==> src/core/fbrc_defines.svh <==
`ifndef FBRC_DEFINES_SVH
`define FBRC_DEFINES_SVH
`define FBRC_ADDR_W      12
`define FBRC_DATA_W      32
`define FBRC_BLK_W       2
`define FBRC_PAGE_W      3
`define FBRC_SECT_W      2
`define FBRC_WORDS       128
`define FBRC_ST_OK       2'h0
`define FBRC_ST_NOERASE  2'h1
`define FBRC_ST_ECC      2'h2
`define FBRC_ST_WCOUNT   2'h3
`define FBRC_WTHRESH     8'hFE
`define FBRC_ERASE_CYC   4'h4
`define FBRC_FETCH_CYC   4'h8
`endif

==> src/core/fbrc_pkg.sv <==
`include "fbrc_defines.svh"
package fbrc_pkg;
  typedef enum logic [1:0]
  {
    FBRC_SRC_ARRAY  = 2'h0,
    FBRC_SRC_PAGE   = 2'h1,
    FBRC_SRC_BLOCK  = 2'h2,
    FBRC_SRC_STATUS = 2'h3
  } fbrc_src_t;
  typedef enum logic [2:0]
  {
    FBRC_IDLE  = 3'h0,
    FBRC_ERASE = 3'h1,
    FBRC_FETCH = 3'h2,
    FBRC_PIPE  = 3'h3,
    FBRC_DONE  = 3'h4
  } fbrc_state_t;
endpackage

==> src/core/fbrc_if.sv <==
`timescale 1ns/10ps
`include "fbrc_defines.svh"
interface fbrc_if;
  import fbrc_pkg::*;
  logic                      page_erase_request;
  logic                      page_overwrite_protect;
  logic                      buffer_loss_protect;
  logic                      read_req;
  logic                      read_ahead_select;
  logic                      pipe;
  fbrc_src_t                 src;
  logic [`FBRC_ADDR_W-1:0]   addr;
  logic                      busy;
  logic                      done;
  logic [1:0]                status;
  logic [`FBRC_DATA_W-1:0]   rdata;
  modport dev
  (
    input  page_erase_request, page_overwrite_protect, buffer_loss_protect,
    input  read_req, read_ahead_select, pipe, src, addr,
    output busy, done, status, rdata
  );
  modport usr
  (
    output page_erase_request, page_overwrite_protect, buffer_loss_protect,
    output read_req, read_ahead_select, pipe, src, addr,
    input  busy, done, status, rdata
  );
endinterface

==> src/core/fbrc_device.sv <==
`timescale 1ns/10ps
`include "fbrc_defines.svh"
// Operation
// Erase starts on page erase request
// Erase clears chosen page to zeros
// Protect inputs act as in program
// Overwrite protected page refused, status 01
// Loss protect: other page fails 01
// Write count over threshold gives 11
// Uncorrectable ECC error gives 10
// Read from array, buffers or status
// Normal or read-ahead via select input
// Pipe setting adds one cycle latency
// Background fetch of next block
// Fetch address from fixed sequence
// Next block; last block to next page
// Spare page to next sector, wrap
// Auxiliary block to next page's auxiliary
// Mismatch waits pending fetch, max nine
// Clean erase reports status 00
module fbrc_device
  import fbrc_pkg::*;
(
  input  wire logic              clk_i,
  input  wire logic              rst_i,
  fbrc_if.dev                    bus,
  input  wire logic              ecc_fail_i,
  input  wire logic [`FBRC_PAGE_W-1:0] prot_page_i,
  input  wire logic              prot_en_i,
  output logic [7:0]             wcount_o
);
  localparam int AW = `FBRC_ADDR_W;
  // Address: spare flag, sector, aux flag, page, block, word
  typedef struct packed
  {
    fbrc_state_t                 st;
    logic [3:0]                  cnt;
    logic [AW-1:0]               ahead;
    logic                        ahead_ok;
    // Erase result waits here until done, so status stands meanwhile
    logic [1:0]                  pend;
    logic [`FBRC_DATA_W-1:0]     rdata;
    logic [1:0]                  status;
    logic                        done;
    logic [`FBRC_PAGE_W-1:0]     buf_page;
    logic [7:0]                  wcount;
  } fbrc_dev_t;
  fbrc_dev_t s_q, s_d;
  logic [`FBRC_DATA_W-1:0] mem_q [`FBRC_WORDS];
  logic [AW-1:0] a;
  logic [AW-1:0] nxt;
  logic [1:0] blk;
  logic       last_sect;
  logic       hit;
  logic       we;
  logic [6:0] widx;
  assign a = bus.addr;
  assign blk = a[3:2];
  assign last_sect = &a[10:9];
  assign widx = {a[6:4], a[3:2], a[1:0]};
  // Hit only when the block equals the fixed look-ahead address
  assign hit = s_q.ahead_ok && s_q.ahead[AW-1:2] == a[AW-1:2];
  // Look-ahead follows a fixed sequence, never the next request
  always_comb
  begin
    nxt = a;
    nxt[1:0] = 2'h0;
    if (a[11])
    begin
      // Spare pages step through sectors; the last wraps to sector 0
      nxt[10:9] = last_sect ? 2'h0 : a[10:9] + 2'h1;
      nxt[6:2]  = 5'h0;
    end
    else if (a[7])
      nxt[6:4] = a[6:4] + 3'h1;
    else if (blk != 2'h3)
      nxt[3:2] = blk + 2'h1;
    else
    begin
      nxt[3:2] = 2'h0;
      {nxt[10:9], nxt[6:4]} = {a[10:9], a[6:4]} + 5'h1;
    end
  end
  always_comb
  begin
    s_d = s_q;
    s_d.done = 1'b0;
    unique case (s_q.st)
      FBRC_IDLE:
      begin
        if (bus.page_erase_request)
        begin
          s_d.cnt = `FBRC_ERASE_CYC;
          // Checks run at the request; the code shows with done
          if (bus.page_overwrite_protect && prot_en_i &&
              prot_page_i == a[6:4])
            s_d.pend = `FBRC_ST_NOERASE;
          else if (bus.buffer_loss_protect && s_q.buf_page != a[6:4])
            s_d.pend = `FBRC_ST_NOERASE;
          else if (ecc_fail_i)
            s_d.pend = `FBRC_ST_ECC;
          else if (s_q.wcount > `FBRC_WTHRESH)
            s_d.pend = `FBRC_ST_WCOUNT;
          else
            s_d.pend = `FBRC_ST_OK;
          s_d.st = FBRC_ERASE;
        end
        else if (bus.read_req)
        begin
          // Page and status sources skip the fetch engine; array and block reads skip it on a hit
          if (bus.src != FBRC_SRC_ARRAY && bus.src != FBRC_SRC_BLOCK)
          begin
            s_d.st = bus.pipe ? FBRC_PIPE : FBRC_DONE;
          end
          else if (hit)
          begin
            s_d.st = bus.pipe ? FBRC_PIPE : FBRC_DONE;
          end
          else
          begin
            // Mismatch waits fetch; busy lasts nine cycles, ten with pipe
            s_d.cnt = `FBRC_FETCH_CYC;
            s_d.st = FBRC_FETCH;
          end
          if (bus.read_ahead_select)
          begin
            s_d.ahead = nxt;
            s_d.ahead_ok = 1'b1;
          end
          else
            s_d.ahead_ok = 1'b0;
        end
      end
      FBRC_ERASE:
      begin
        s_d.cnt = s_q.cnt - 4'h1;
        if (s_q.cnt == 4'h1)
        begin
          s_d.done = 1'b1;
          s_d.status = s_q.pend;
          // Refused erases leave the single shared wear count alone
          if (s_q.pend != `FBRC_ST_NOERASE)
            s_d.wcount = s_q.wcount + 8'h1;
          s_d.st = FBRC_IDLE;
        end
      end
      FBRC_FETCH:
      begin
        s_d.cnt = s_q.cnt - 4'h1;
        // Data is picked up in the done state, not here
        if (s_q.cnt == 4'h1)
        begin
          s_d.st = bus.pipe ? FBRC_PIPE : FBRC_DONE;
        end
      end
      FBRC_PIPE:
        s_d.st = FBRC_DONE;
      FBRC_DONE:
      begin
        // Data changes only with done, so it stands meanwhile
        if (bus.src == FBRC_SRC_STATUS)
          s_d.rdata = {30'h0, s_q.status};
        else
          s_d.rdata = mem_q[widx];
        s_d.done = 1'b1;
        s_d.st = FBRC_IDLE;
      end
      default:
        s_d.st = FBRC_IDLE;
    endcase
  end
  // Only code 01 leaves the page untouched
  assign we = s_q.st == FBRC_ERASE && s_q.cnt == 4'h1 &&
              s_q.pend != `FBRC_ST_NOERASE;
  always_ff @(posedge clk_i)
  begin
    if (rst_i)
    begin
      s_q <= '0;
    end
    else
    begin
      s_q <= s_d;
    end
  end

  // Erase clears the page's 16 words
  // Reset loads each word with its own index as a test pattern
  genvar g;
  for (g = 0; g < `FBRC_WORDS; g++)
  begin : g_mem
    localparam logic [2:0] PG = 3'(g >> 4);
    always_ff @(posedge clk_i)
    begin
      if (rst_i)
        mem_q[g] <= 32'(g);
      else if (we && PG == a[6:4])
        mem_q[g] <= '0;
    end
  end
  // Done only follows the return to idle, so busy is low with it
  assign bus.busy   = s_q.st != FBRC_IDLE;
  assign bus.done   = s_q.done;
  assign bus.status = s_q.status;
  assign bus.rdata  = s_q.rdata;
  assign wcount_o   = s_q.wcount;
endmodule

==> src/flat_wrapper.sv <==
// flat-port wrapper written by rule: the top's interface ports become plain ports
module fbrc_device_flat import fbrc_pkg::*;
  (clk_i, rst_i, ecc_fail_i, prot_page_i, prot_en_i, wcount_o, bus_page_erase_request, bus_page_overwrite_protect, bus_buffer_loss_protect, bus_read_req, bus_read_ahead_select, bus_pipe, bus_src, bus_addr, bus_busy, bus_done, bus_status, bus_rdata);
  fbrc_if bus_i ();
  input  wire logic clk_i;
  input  wire logic rst_i;
  input  wire logic ecc_fail_i;
  input  wire logic [`FBRC_PAGE_W-1:0] prot_page_i;
  input  wire logic prot_en_i;
  output logic [7:0] wcount_o;
  input wire logic [$bits(bus_i.page_erase_request)-1:0] bus_page_erase_request;
  input wire logic [$bits(bus_i.page_overwrite_protect)-1:0] bus_page_overwrite_protect;
  input wire logic [$bits(bus_i.buffer_loss_protect)-1:0] bus_buffer_loss_protect;
  input wire logic [$bits(bus_i.read_req)-1:0] bus_read_req;
  input wire logic [$bits(bus_i.read_ahead_select)-1:0] bus_read_ahead_select;
  input wire logic [$bits(bus_i.pipe)-1:0] bus_pipe;
  input wire logic [$bits(bus_i.src)-1:0] bus_src;
  input wire logic [$bits(bus_i.addr)-1:0] bus_addr;
  output wire logic [$bits(bus_i.busy)-1:0] bus_busy;
  output wire logic [$bits(bus_i.done)-1:0] bus_done;
  output wire logic [$bits(bus_i.status)-1:0] bus_status;
  output wire logic [$bits(bus_i.rdata)-1:0] bus_rdata;
  assign bus_i.page_erase_request = bus_page_erase_request;
  assign bus_i.page_overwrite_protect = bus_page_overwrite_protect;
  assign bus_i.buffer_loss_protect = bus_buffer_loss_protect;
  assign bus_i.read_req = bus_read_req;
  assign bus_i.read_ahead_select = bus_read_ahead_select;
  assign bus_i.pipe = bus_pipe;
  assign bus_i.src = bus_src;
  assign bus_i.addr = bus_addr;
  assign bus_busy = bus_i.busy;
  assign bus_done = bus_i.done;
  assign bus_status = bus_i.status;
  assign bus_rdata = bus_i.rdata;
  fbrc_device u_core (.clk_i(clk_i), .rst_i(rst_i), .bus(bus_i), .ecc_fail_i(ecc_fail_i), .prot_page_i(prot_page_i), .prot_en_i(prot_en_i), .wcount_o(wcount_o));
endmodule
==> config.mk <==
export PLATFORM = sky130hd
export DESIGN_NAME = fbrc_device_flat
export DESIGN_NICKNAME = d
export VERILOG_FILES = /design/src/core/fbrc_pkg.sv /design/src/core/fbrc_if.sv /design/src/core/fbrc_device.sv /design/src/flat_wrapper.sv
export VERILOG_INCLUDE_DIRS = /design/src /design/src/core
export SDC_FILE = /design/constraint.sdc
export NUM_CORES = 1
export LEC_CHECK = 0
export ABC_AREA = 1
export ABC_CLOCK_PERIOD_IN_PS = 4800
export BUFFER_PORTS_ARGS = -buffer_cell sky130_fd_sc_hd__buf_2
export CORE_MARGIN = 5
export CORE_UTILIZATION = 56
export DETAILED_ROUTE_END_ITERATION = 8
export HOLD_SLACK_MARGIN = 0.15
export PLACE_DENSITY_LB_ADDON = 0.05
export SYNTH_ARGS = -nofsm -noshare
export SYNTH_HDL_FRONTEND = slang
export SYNTH_SLANG_ARGS = --single-unit
==> constraint.sdc <==
create_clock -name clk_i -period 4.8 [get_ports clk_i]
set_input_delay 1.2 -clock clk_i [delete_from_list [all_inputs] [get_ports clk_i]]
set_output_delay 1.2 -clock clk_i [all_outputs]
set_load 0.005 [all_outputs]
## After elaboration in Yosys (flattened, before gate mapping)

Memories as Yosys holds them, arrays and structs flattened.
Index checks and enable logic that the tools add are counted.

| operators by class | value |
|---|---|
| order comparisons | 1 |
| div/mod/pow operators | 0 |
| equality and inequality tests | 23 |
| bitwise logic cells | 129 |
| shifts and indexed selects | 0 |
| mux-type cells | 183 |
| add/subtract/negate cells | 6 |
| reductions and logical operators | 30 |
| multipliers | 0 |

Operators with widths:

| cell | number |
|---|---|
| 7-bit two-way mux | 129 |
| 1-bit OR | 128 |
| 32-bit two-way mux | 1 |
| 1-bit two-way mux | 28 |
| 3-bit two-way mux | 7 |
| 2-bit two-way mux | 10 |
| 20-bit two-way mux | 1 |
| 1-bit logical AND | 15 |
| 3-bit == test, first input constant | 4 |
| 12-bit two-way mux | 1 |
| 3-bit one-hot mux with 4 select lines | 1 |
| 10-bit == test | 1 |
| 3-bit inequality test, second input constant | 3 |
| 3-bit AND reduction | 3 |
| 8-bit by 1-bit adder with 8-bit output, second input constant | 1 |
| 8-bit greater-than comparator, second input constant | 1 |
| 4-bit two-way mux | 2 |
| 4-bit one-hot mux with 2 select lines | 1 |
| 4-bit AND reduction | 2 |
| 2-bit by 3-bit == test with 1-bit output, first input constant | 2 |
| 3-bit by 2-bit == test with 1-bit output, second input constant | 2 |
| 3-bit zero test | 2 |
| 2-bit by 1-bit inequality test with 1-bit output, second input constant | 3 |
| 2-bit AND reduction | 3 |
| other kinds (17) | 21 |

| word-level totals | value |
|---|---|
| memory bits (writable) | 896 |
| bits in registers | 63 |
| latch bits | 0 |
| input bits | 27 |
| memory bits (read-only) | 0 |
| output and inout port bits | 44 |
| logic and storage cells | 382 |
| memories | 1 |

Memories:

| name | depth | bits a word | rd ports | clocked after Yosys merged registers in | wr ports | line | RTL |
|---|---|---|---|---|---|---|---|
| u_core.mem_q | 128 | 7 | 1 | 0 | 128 | fbrc_device.sv:49 | `` logic [`FBRC_DATA_W-1:0] mem_q [`FBRC_WORDS]; `` |

## Depth between registers and ports, before layout

| logic depth | value |
|---|---|
| depth in word-level cells | 8 |
| gate-level depth with buffers | 14 |
| mapped depth without buffers | 13 |

## Worst setup path before layout

Ideal clock, no wire load.

| timing path | value |
|---|---|
| kind | input -> register |
| start point | input port rst_i |
| end point | memory u_core.mem_q[15][2] in the netlist's numbering (enable) |
| stages on the path | 5 |
| data required time | 4.480 ns |
| data arrival time | 1.953 ns |
| setup time | 0.320 ns |
| path slack | 2.527 ns |
| cell sequence | clkbuf_1 -> inv_1 -> buf_2 -> clkbuf_1 -> o31ai_1 |

RTL lines:

| element | line | RTL |
|---|---|---|
| from (decl) | flat_wrapper.sv:6 | `input wire logic rst_i;` |
| to (decl) | fbrc_device.sv:49 |  |

==> impl_metrics.toml <==
[status]
status = "finished clean"

[timing]
fin_hold_ws_ns = 0.4686
period_share_pct = 50.23
relSlewSlack_pct = 48.97
fin_tns_setup_ns = 0
min_period_ns = 2.411
fin_skew_ns = 0.006821
final_max_slew_viol_count = 0
rsz0062_at_grt = "no"
final-setup-viol-count = 0
worst_slew_pin_slew_ns = 0.7646
fmax_ghz = 0.4148
hold_viol_final = 0

[global_routing]
grt_max_degree = 30
top_usage_layer = "met2"
grt_overflow = 0
met1_usage_pct = 24.19
grt_pass1_wl_um = 11760
track_usage_pct = 19.83
grtUsageMet3_pct = 3.495
antenna_found_initial = 0
grt_pass1_vias = 2630
use_met2_pct = 35.66

[clock_network]
htreeDepth = 2
post-cts-setup-buffer-count = 0
cts_tree = "done"
clk_pin_slew_ns = 0.09
ctsHoldBuffers = 0
cts_made_buffers = 5
clockRootBuffer = "clkbuf_8"
cts.sinks = 47
ctsResizeCount = 0
clkLatencyLatePin_ns = 0.31
clockBufferDepth = 2

[final_layout]
layout.nets = 508
drive_gt1_share_pct = 16.17
final_area_um2 = 3232
final_cell_mix = "nand2_1 (98), inv_1 (60), buf_2 (45)"
fin_util_pct = 59.05
insertedDiodeCount = 0
fill_cells = 550
mostFrequentLayoutCell = "nand2_1"
area_growth_pct = 2.786

[routing]
routed_wl_um = 6745
via_per_inst = 4.959
wire_per_inst_um = 12.44
final_antenna_net_count = 0
post-route-drc-count = 0
drt_iter0_drc = 151
vias = 2688
firstDrtPassIters = 4

[logic_synthesis]
synth-adder-area-share_pct = 4.775
ys_seq_area_share_pct = 32.47
netlist_area_um2 = 3144
synth_top_family_by_area = "simple AND/OR/NAND/NOR gates"
synth_mux_area_share_pct = 0
synth_xor_area_share_pct = 1.950
ys_ff_latch = 47
postSynthAreaPerCell_um2 = 7.003
synth-compound-area-share_pct = 14.84
synth_simple_gate_area_share_pct = 25.23
yosys_warnings = 0
ys_types = 41
synthCells = 449

[die]
die_h_um = 84.93
die-area_um2 = 7213
fp-row-count = 27
die_w_um = 84.93
io_pins = 71
initial_core_util_pct = 57.45
fp.coreArea_um2 = 5473

[power]
leakagePower_nw = 1.511
peakVddDrop_v = 0.0001700
power.density_nw_per_um2 = 277.0

[critical_path]
worstSetupPathType = "primary input to register"
required_ns = 4.80
slowest_stage = "inv_1"
worstPathArrival_ns = 2.41
crit_path_cell_trace = "buf_2 > inv_1 > o21ai_0"
cp-start-kind = "primary input"
cp-end-kind = "register"
critPathMaxStageDelay_ns = 0.53
cp_max_fo = 29

[place]
dpl-instance-area_um2 = 3151
place_hpwl_um = 5159
io_buffers = 45
place_congestion = 0.8297

[hold_path]
hold_class = "register to register"

[job]
drv_cap = 0
[metrics by stage]
stage          setup WS (ns)  instances   power, W
2_1_floorplan          2.527        473  0.0006264
5_1_grt                2.178        542  0.0009587
6_report               2.389        542  0.0008951
3_3_place_gp           2.067        534  0.0006577
3_5_place_dp           2.037        534  0.0006615
4_1_cts                2.367        542  0.0009022
[registers in the layout, indices dropped and copies added, names as in the netlist]
name / flops
u_core.s_q: 20
u_core.bus.done: 1
u_core.wcount_o: 8
u_core.bus.rdata: 7
u_core.mem_q: 9
u_core.bus.status: 2
[routing by layer]
metal	wire length [um]	up-vias	share of wire, %
li1	-	1404	-
met3	387	7	5.7
met2	3439	63	51
met4	69	0	1.0
met5	0	-	0
met1	2849	1214	42
[worst max-delay path, delay by kind of cell]
kind / cells / cell delay, ns
buffers and inverters: 2 / 0.98
AOI/OAI and AO/OA: 1 / 0.23
[cells by family (layout without fill, tap and decap cells)]
family / after synthesis / in the layout
buf+inv: 122 / 119
other cells: 1 / 25
fa+ha+maj: 12 / 12
simple gates: 177 / 177
xor+xnor: 7 / 7
flops: 47 / 47
compound gates: 83 / 83
[cell usage after synthesis (all sizes together)]
library cell	n	area share, %
a211oi	3	1.0
a21boi	2	0.60
a21oi	39	6.2
buf	51	12
clkbuf	5	0.60
clkinv	1	0.16
conb	1	0.12
dfxtp	39	25
edfxtp	8	7.6
ha	12	4.8
inv	65	7.8
nand2	104	13
nand3	21	3.5
nand3b	1	0.24
nand4	10	2.0
nor2	33	4.6
nor3	6	1.5
o2111ai	1	0.28
o211ai	2	0.48
o21a	2	0.48
o21ai	32	5.3
o22ai	1	0.20
o31ai	1	0.24
or2	2	0.40
xnor2	2	0.56
xor2	5	1.4
[final cells by class]
cell class | instances | area, um2 | area share [%]
sequential | 47 | 1021 | 31.59
inverter | 66 | 249.0 | 7.704
clock buffer | 7 | 76.32 | 2.362
clock inverter | 1 | 5.005 | 0.1549
tap | 72 | 90.09 | 2.787
timing repair buffer | 45 | 225.2 | 6.969
multi-input combinational | 304 | 1565 | 48.43
[worst paths after layout]
kind	from	end	slack [ns]	depth (start not counted)
worst max-delay path	rst_i	u_core.mem_q[31][3]$_DFFE_PP_	2.39	3
worst min-delay path	u_core.bus.rdata[2]$_SDFFE_PP0P_	u_core.bus.rdata[2]$_SDFFE_PP0P_	0.47	2
worst max register to register	u_core.s_q[62]$_SDFFE_PP0P_	u_core.wcount_o[7]$_SDFFE_PP0P_	2.73	9
worst min register to register	u_core.bus.rdata[2]$_SDFFE_PP0P_	u_core.bus.rdata[2]$_SDFFE_PP0P_	0.47	2
[power breakdown]
group	leakage, nW	switching, W	total [W]	internal [W]
clock network	0.0422	0.000139	0.000242	0.000103
logic	1.10	0.000140	0.000217	0.0000772
registers	0.371	0.0000159	0.000436	0.000420
Power figures use the tool's default switching activity.
